<file path="src/verilog/dbwm_pkg.sv">
// Package with widths, byte layout and burst constants for the byte-masked write path.
package dbwm_pkg;
  localparam int unsigned BYTE_W = 9;
  localparam int unsigned LANES_X18 = 2;
  localparam int unsigned LANES_X36 = 4;
  localparam int unsigned ADDR_W = 4;
  localparam int unsigned FIFO_DEPTH = 8;
  localparam logic BEAT_FIRST = 1'b0;
  localparam logic BEAT_SECOND = 1'b1;
  typedef enum logic [1:0] {
    DBWM_IDLE = 2'b00,
    DBWM_BEAT1 = 2'b01,
    DBWM_BEAT2 = 2'b10
  } dbwm_state_t;
endpackage

</file>
<file path="src/verilog/dbwm_fifo.sv">
// Small synchronous FIFO holding captured write beats ahead of the array.
`timescale 1ns/1ps
module dbwm_fifo #(
  parameter int unsigned WIDTH = 8,
  parameter int unsigned DEPTH = 8
) (
  // Clock and reset.
  input wire logic clk_sys_i,
  input wire logic sys_rst_i,
  // Fill side.
  input wire logic in_valid_i,
  output logic in_ready_o,
  input wire logic [WIDTH-1:0] in_data_i,
  // Drain side.
  output logic out_valid_o,
  input wire logic out_ready_i,
  output logic [WIDTH-1:0] out_data_o
);
  localparam int unsigned PW = $clog2(DEPTH);
  logic [WIDTH-1:0] mem [DEPTH];
  logic [PW-1:0] wr_ptr;
  logic [PW-1:0] rd_ptr;
  logic [PW:0] count;
  wire push = in_valid_i && in_ready_o;
  wire pop = out_valid_o && out_ready_i;

  // Flags follow the occupancy count, so full and empty are exact.
  assign in_ready_o = (count != (PW+1)'(DEPTH)) ? 1'b1 : 1'b0;
  assign out_valid_o = (count != '0);
  assign out_data_o = mem[rd_ptr];

  // Storage is written only on an accepted push.
  always_ff @(posedge clk_sys_i)
  begin
    if (push)
    begin
      mem[wr_ptr] <= in_data_i;
    end
  end

  // Pointers wrap at the depth, which need not be a power of two.
  always_ff @(posedge clk_sys_i)
  begin
    if (sys_rst_i)
    begin
      wr_ptr <= '0;
      rd_ptr <= '0;
      count <= '0;
    end
    else
    begin
      if (push)
      begin
        wr_ptr <= (wr_ptr == PW'(DEPTH - 1)) ? '0 : wr_ptr + PW'(1);
      end
      if (pop)
      begin
        rd_ptr <= (rd_ptr == PW'(DEPTH - 1)) ? '0 : rd_ptr + PW'(1);
      end
      count <= count + (PW+1)'(push) - (PW+1)'(pop);
    end
  end
endmodule

</file>
<file path="src/verilog/dbwm_core.sv">
// Write path of a two-beat burst memory with per-beat byte-lane masking.
// Notes on behaviour
// RULE1 - Narrow build: both selects low write all.
// RULE2 - Narrow build: select 0 only writes low byte.
// RULE3 - Narrow build: select 1 only writes high byte.
// RULE4 - Narrow build: both selects high write nothing.
// RULE5 - Wide build: all selects low write all.
// RULE6 - Wide build: select 0 writes byte 0 only.
// RULE7 - Wide build: select 1 writes byte 1 only.
// RULE8 - Wide build: select 2 writes byte 2 only.
// RULE9 - Wide build: select 3 writes byte 3 only.
// RULE10 - Wide build: all selects high write nothing.
// RULE11 - Each beat applies its own select pattern.
// RULE12 - Controller starts write with load and select low.
// RULE13 - Beats follow address on next edge pair.
// RULE14 - Selects sampled together with each data beat.
// RULE15 - Build parameter picks two or four lanes.
`timescale 1ns/1ps
module dbwm_core #(
  parameter int unsigned LANES = dbwm_pkg::LANES_X18,
  parameter int unsigned ADDR_W = dbwm_pkg::ADDR_W,
  parameter int unsigned FIFO_DEPTH = dbwm_pkg::FIFO_DEPTH
) (
  // Clock and reset.
  input wire logic clk_sys_i,
  input wire logic sys_rst_i,
  // Edge enables standing for positive and negative input clock rises.
  input wire logic pos_edge_en_i,
  input wire logic neg_edge_en_i,
  // Command inputs from the controller.
  input wire logic load_strobe_n_i,
  input wire logic read_write_sel_i,
  input wire logic [ADDR_W-1:0] addr_i,
  // Write data and byte lane selects.
  input wire logic [LANES*dbwm_pkg::BYTE_W-1:0] wr_data_i,
  input wire logic [LANES-1:0] byte_lane_write_select_n_i,
  // Read port of the array.
  input wire logic [ADDR_W-1:0] rd_addr_i,
  output logic [LANES*dbwm_pkg::BYTE_W-1:0] rd_data_o,
  // Status.
  output logic beat_ready_o,
  output logic write_busy_o
);
  localparam int unsigned DW = LANES * dbwm_pkg::BYTE_W;
  localparam int unsigned FW = ADDR_W + LANES + DW;
  localparam int unsigned WORDS = 1 << ADDR_W;

  // Either build is legal; anything else is a configuration error.
  if (LANES != dbwm_pkg::LANES_X18 && LANES != dbwm_pkg::LANES_X36)
  begin : g_bad_lanes
    $error("Byte lane count must be two or four.");
  end

  // Expand active-low lane selects into a per-bit write enable.
  function automatic logic [DW-1:0] lane_mask(input logic [LANES-1:0] sel_n);
    logic [DW-1:0] m;
    m = '0;
    for (int i = 0; i < LANES; i++)
    begin
      m[i*dbwm_pkg::BYTE_W +: dbwm_pkg::BYTE_W] = {dbwm_pkg::BYTE_W{~sel_n[i]}};
    end
    return m;
  endfunction

  dbwm_pkg::dbwm_state_t state;
  dbwm_pkg::dbwm_state_t next_state;
  logic [ADDR_W-1:0] base_addr;
  logic [DW-1:0] array_mem [WORDS];
  logic [FW-1:0] beat_word;
  logic beat_valid;
  logic fifo_ready;
  logic drain_valid;
  logic [FW-1:0] drain_word;
  logic busy;
  logic [LANES-1:0] drain_sel_n;
  logic [ADDR_W-1:0] drain_addr;
  logic [DW-1:0] drain_data;
  logic [DW-1:0] drain_mask;

  // A write starts at a positive edge with load and write select both low.
  wire write_start = pos_edge_en_i && !load_strobe_n_i && !read_write_sel_i; // RULE12
  // Beat one lands on the next positive edge, beat two on the negative edge after.
  wire take_first = (state == dbwm_pkg::DBWM_BEAT1) && pos_edge_en_i; // RULE13
  wire take_second = (state == dbwm_pkg::DBWM_BEAT2) && neg_edge_en_i; // RULE13
  // The burst counter flips the low address bit for the second word.
  wire [ADDR_W-1:0] beat_addr = take_second ? (base_addr ^ ADDR_W'(1)) : base_addr;

  // Each captured beat carries the selects seen with it, not the burst's first.
  assign beat_valid = take_first || take_second;
  assign beat_word = {beat_addr, byte_lane_write_select_n_i, wr_data_i}; // RULE14 RULE11

  // Sequencer: starts are taken from idle only, so a pending burst is never overwritten.
  always_comb
  begin
    next_state = state;
    case (state)
      dbwm_pkg::DBWM_IDLE:
        if (write_start) next_state = dbwm_pkg::DBWM_BEAT1;
      dbwm_pkg::DBWM_BEAT1:
        if (take_first) next_state = dbwm_pkg::DBWM_BEAT2;
      dbwm_pkg::DBWM_BEAT2:
        if (take_second) next_state = dbwm_pkg::DBWM_IDLE;
      default:
        next_state = dbwm_pkg::DBWM_IDLE;
    endcase
  end

  // State and base address; only the pending burst's address is kept.
  always_ff @(posedge clk_sys_i)
  begin
    if (sys_rst_i)
    begin
      state <= dbwm_pkg::DBWM_IDLE;
      base_addr <= '0;
    end
    else
    begin
      state <= next_state;
      if (write_start && state == dbwm_pkg::DBWM_IDLE)
      begin
        base_addr <= addr_i;
      end
    end
  end

  // Beats queue here so the array write is decoupled from the input edges.
  dbwm_fifo #(
    .WIDTH(FW),
    .DEPTH(FIFO_DEPTH)
  ) u_fifo (
    .clk_sys_i(clk_sys_i),
    .sys_rst_i(sys_rst_i),
    .in_valid_i(beat_valid),
    .in_ready_o(fifo_ready),
    .in_data_i(beat_word),
    .out_valid_o(drain_valid),
    .out_ready_i(1'b1),
    .out_data_o(drain_word)
  );

  // Split the queued beat back into its fields.
  assign drain_data = drain_word[DW-1:0];
  assign drain_sel_n = drain_word[DW +: LANES];
  assign drain_addr = drain_word[FW-1 -: ADDR_W];
  assign drain_mask = lane_mask(drain_sel_n); // RULE15
  assign busy = drain_valid || (state != dbwm_pkg::DBWM_IDLE);

  // Masked merge: unselected lanes keep the stored word, an all-high pattern changes nothing.
  always_ff @(posedge clk_sys_i)
  begin
    if (drain_valid)
    begin
      array_mem[drain_addr] <= (drain_data & drain_mask) |
                               (array_mem[drain_addr] & ~drain_mask); // RULE1 RULE2 RULE3 RULE4 RULE5 RULE6 RULE7 RULE8 RULE9 RULE10
    end
  end

  // Registered read port and status outputs.
  always_ff @(posedge clk_sys_i)
  begin
    if (sys_rst_i)
    begin
      rd_data_o <= '0;
      beat_ready_o <= 1'b0;
      write_busy_o <= 1'b0;
    end
    else
    begin
      rd_data_o <= array_mem[rd_addr_i];
      beat_ready_o <= fifo_ready;
      write_busy_o <= busy;
    end
  end

  // A selected low lane takes the new data after the drain.
  chk_lane_written: assert property (@(posedge clk_sys_i) disable iff (sys_rst_i) // RULE2
    drain_valid && !drain_sel_n[0] |=> array_mem[$past(drain_addr)][dbwm_pkg::BYTE_W-1:0] ==
      $past(drain_data[dbwm_pkg::BYTE_W-1:0]))
    else $error("Selected lane was not written.");

  // An unselected top lane keeps its old contents.
  chk_lane_kept: assert property (@(posedge clk_sys_i) disable iff (sys_rst_i) // RULE3
    drain_valid && drain_sel_n[LANES-1] |=> array_mem[$past(drain_addr)][DW-1 -: dbwm_pkg::BYTE_W] ==
      $past(array_mem[drain_addr][DW-1 -: dbwm_pkg::BYTE_W]))
    else $error("Unselected lane was altered.");

  // All selects high leave the word untouched.
  chk_no_write: assert property (@(posedge clk_sys_i) disable iff (sys_rst_i) // RULE4
    drain_valid && &drain_sel_n |=> array_mem[$past(drain_addr)] == $past(array_mem[drain_addr]))
    else $error("Masked beat changed the array.");

  // All selects low write the whole word.
  chk_full_write: assert property (@(posedge clk_sys_i) disable iff (sys_rst_i) // RULE1
    drain_valid && drain_sel_n == '0 |=> array_mem[$past(drain_addr)] == $past(drain_data))
    else $error("Full write lost data.");

  // The first beat reaches the merge stage addressed at the burst's start word.
  chk_first_beat: assert property (@(posedge clk_sys_i) disable iff (sys_rst_i) // RULE13
    take_first |=> drain_valid && drain_addr == $past(base_addr))
    else $error("First beat taken out of order.");

  // The second beat reaches the merge stage addressed at the partner word.
  chk_second_addr: assert property (@(posedge clk_sys_i) disable iff (sys_rst_i) // RULE13
    take_second |=> drain_valid && drain_addr == ($past(base_addr) ^ ADDR_W'(1)))
    else $error("Second beat at wrong address.");

  // Each queued beat arrives with the data and selects present at its own edge.
  chk_own_mask: assert property (@(posedge clk_sys_i) disable iff (sys_rst_i) // RULE14
    beat_valid |=> drain_sel_n == $past(byte_lane_write_select_n_i) &&
      drain_data == $past(wr_data_i))
    else $error("Beat mask not sampled with data.");

  // Mask expansion matches the lane count.
  chk_mask_width: assert property (@(posedge clk_sys_i) disable iff (sys_rst_i) // RULE15
    drain_valid |-> $countones(drain_mask) ==
      dbwm_pkg::BYTE_W * (LANES - $countones(drain_sel_n)))
    else $error("Lane mask width wrong.");
endmodule

</file>
<file path="config.mk">
export PLATFORM = sky130hd
export DESIGN_NAME = dbwm_core
export DESIGN_NICKNAME = d
export VERILOG_FILES = /design/src/verilog/dbwm_pkg.sv /design/src/verilog/dbwm_fifo.sv /design/src/verilog/dbwm_core.sv
export SDC_FILE = /design/constraint.sdc
export NUM_CORES = 1
export LEC_CHECK = 0
export CORE_MARGIN = 2
export CORE_UTILIZATION = 45
export CTS_BUF_LIST = sky130_fd_sc_hd__clkbuf_16
export DETAILED_ROUTE_END_ITERATION = 8
export DONT_BUFFER_PORTS = 1
export GPL_TIMING_DRIVEN = 0
export SLEW_MARGIN = 30
export SYNTH_ARGS = -nofsm -noshare
export SYNTH_HDL_FRONTEND = slang
export SYNTH_HIERARCHICAL = 1
export SYNTH_SLANG_ARGS = --single-unit
</file>
<file path="constraint.sdc">
create_clock -name clk_sys_i -period 8.2 [get_ports clk_sys_i]
set_input_delay 2.05 -clock clk_sys_i [delete_from_list [all_inputs] [get_ports clk_sys_i]]
set_output_delay 2.05 -clock clk_sys_i [all_outputs]
set_load 0.05 [all_outputs]
</file>
==> qor.yml <==
post-synth-top-area-cell: "edfxtp_1"
place_congestion: 0.865
numClockSinks: 519
cp-end-kind: "register"
routed-via-count: 11900
outcome: "finished clean"
utilization_pct: 52.8
ir_drop_mv: 0.203
critPathMaxFanout: 16
ant_nets: 0
tns_ns: 0
period_share_pct: 52.0
clockBufferDepth: 3
final_common_cell: "edfxtp_1"
cp_slowest_cell: "a31oi_2"
worstPathCellList: "clkbuf_1 -> mux4_2 -> mux2_4 -> buf_2 -> buf_1 -> a2bb2oi_1 -> nand3_1 -> a31oi_2"
final_hold_viol_count: 0
synthDominantCellAreaShare_pct: 64.8
fmax_ghz: 0.235
cp.arrival_ns: 4.55
yosysWarnings: 6
io_pins: 54
crit_family: "buffers and inverters"
wl_um: 57900
grt_use_total_pct: 23.1
gr-total-overflow: 0
row_count: 81
routedWlPerCell_um: 28.9
cp-start-kind: "register"
insertion_delay_ns: 0.62
relSlewSlack_pct: 32.8
p_per_area_mw_per_mm2: 312
synth.area.top_cells: "edfxtp_1, mux4_2, mux2i_1, dfxtp_1, o22ai_1"
cpPeakStageDelay_ns: 0.75
n_antenna_cell: 0
nets: 1335
maxSlewViolCount: 0
avgSynthCellArea_um2: 18.7
fill_cells: 3903
setup_violations: 0
grt_first_pass_wirelength_um: 83800
htree_levels: 2
vias_per_cell: 5.96
synth-seq-area-share_pct: 68.3
p_leak_nw: 8.52
synth_flop_cell: "edfxtp_1"
layout_common_cells: "edfxtp_1, mux2i_1, mux4_2"
area_growth_pct: 16.0
initial_core_util_pct: 45.5
drtIter0Drc: 1046
regArea_mm2: 0.0152
ys_async_sr_fraction_pct: 0
cts_tree: "done"
die_y_um: 226
netlist_instances: 1186
finalClockSkew_ns: 0.0282
die_area_mm2: 0.0512
drive_gt1_share_pct: 29.0
critical_path_class: "reg -> reg"
place_area_mm2: 0.0240
worst_pin_slew_ns: 1.01
max_cap_viol_count: 0
multiInputGateArea_mm2: 0.00681
cts_root_buf: "clkbuf_16"
synth_edf_count: 480
placeableCoreArea_mm2: 0.0488
antenna_found_initial: 0
finalCriticalPeriod_ns: 4.26
worst-path-buf-inv: 3
path_clk_slew_ns: 0.06
syn-cell-area_mm2: 0.0222
final_area_mm2: 0.0258
cts-resized-gates: 0
hold_buffers: 0
critPathRequiredTime_ns: 8.49
die_x_um: 226
grt_pass1_vias: 12300
cts_setup_buffers: 0
cts_buffers: 55
hold_path.class: "reg -> reg"
dp_hpwl_um: 39900
synth-seq-cells: 519
grt_max_degree: 17
dr.pass1.iters: 5
port-buffer-count: 0
grt_setup_unrepaired: "no"
drcViolationCount: 0
yosysUniqueCellTypes: 46
==> cells by family after synthesis <==
| group | after synthesis | share of synthesized area [%] |
|---|---|---|
| compound gates | 108 | 3.20 |
| xor+xnor | 2 | 0.0788 |
| fa+ha+maj | 11 | 0.653 |
| buf+inv | 84 | 2.26 |
| flops | 519 | 68.3 |
| mux | 317 | 22.3 |
| other cells | 1 | 0.0169 |
| simple gates | 144 | 3.18 |
==> worst paths after layout <==
check / startpoint / slack [ns] / end / depth (start not counted)
min reg2reg: u_fifo/rd_ptr[1] / 0.51 / u_fifo/rd_ptr[1] / 2
max reg2reg: register / 3.94 / array_mem[2][7] / 8
max: register / 3.94 / array_mem[2][7] / 8
min: u_fifo/rd_ptr[1] / 0.51 / u_fifo/rd_ptr[1] / 2
==> worst reg2reg max path, cell delays in order, from the launching register on <==
cell and delay, ns:
dfxtp_1 0.38, clkbuf_1 0.66, mux4_2 0.35, mux2_4 0.22, buf_2 0.36, buf_1 0.74, a2bb2oi_1 0.25, nand3_1 0.24
a31oi_2 0.75
==> Yosys cell counts, types with 2 or more instances <==
| cell type | n |
|---|---|
| nand2_1 | 15 |
| nand3_1 | 17 |
| nor2_1 | 61 |
| a221oi_1 | 8 |
| o21ai_1 | 8 |
| inv_1 | 7 |
| ha_1 | 10 |
| a21oi_1 | 4 |
| buf_1 | 13 |
| a31oi_1 | 20 |
| a2bb2oi_1 | 10 |
| or3b_1 | 3 |
| buf_12 | 2 |
| mux2_2 | 14 |
| clkbuf_1 | 16 |
| buf_4 | 12 |
| nor3_1 | 12 |
| mux4_2 | 136 |
| o211ai_1 | 3 |
| dfxtp_1 | 39 |
| xnor2_1 | 2 |
| buf_2 | 21 |
| nor2b_1 | 5 |
| edfxtp_1 | 480 |
| buf_6 | 9 |
| mux2i_1 | 155 |
| o22ai_1 | 53 |
| or3b_2 | 4 |
| mux2_4 | 12 |
| nand3b_1 | 6 |
| nand2b_1 | 14 |
==> cell type report <==
type / instances / share of cell area [%]
Multi-Input combinational cell: 584 / 26.4
Tap cell: 664 / 3.22
Clock inverter: 46 / 1.46
Timing Repair Buffer: 46 / 2.50
Inverter: 8 / 0.116
Clock buffer: 57 / 5.53
Buffer: 76 / 1.84
Sequential cell: 519 / 58.9
==> layer usage <==
layer / track usage, % / part of all wire [%] / vias to the layer above
met2: 37.8 / 49 / 501
li1: - / - / 5107
met5: 0 / 0 / -
met1: 30.7 / 40 / 6199
met3: 4.60 / 7.8 / 118
met4: 8.49 / 3.3 / 0
==> stage by stage <==
stage	total power, mW	instances	hold WS, ns	setup WS, ns
3_3_place_gp	5.46	1851	0.494	0.817
3_5_place_dp	5.64	1897	0.498	3.90
5_1_grt	8.32	2000	0.557	3.84
6_report	8.04	2000	0.508	3.94
4_1_cts	8.08	2000	0.506	3.87
2_1_floorplan	4.81	1187	0.468	3.04
==> power by group <==
group | switching, mW | internal (mW) | total [mW] | leakage (nW)
combinational | 1.28 | 0.725 | 2.00 | 2.93
clock | 1.04 | 1.42 | 2.46 | 0.935
sequential | 0.144 | 3.44 | 3.58 | 4.66
==> flip-flops by register name, summed over array words and instances, names as in the netlist, named ones only <==
signal and cells:
base_addr 4, rd_data_o 18, u_fifo/mem 192, write_busy_o 1, u_fifo/count 4, beat_ready_o 1
u_fifo/wr_ptr 3, u_fifo/rd_ptr 3, state 2, array_mem 288
No activity file was read; power rests on OpenSTA's default activity.
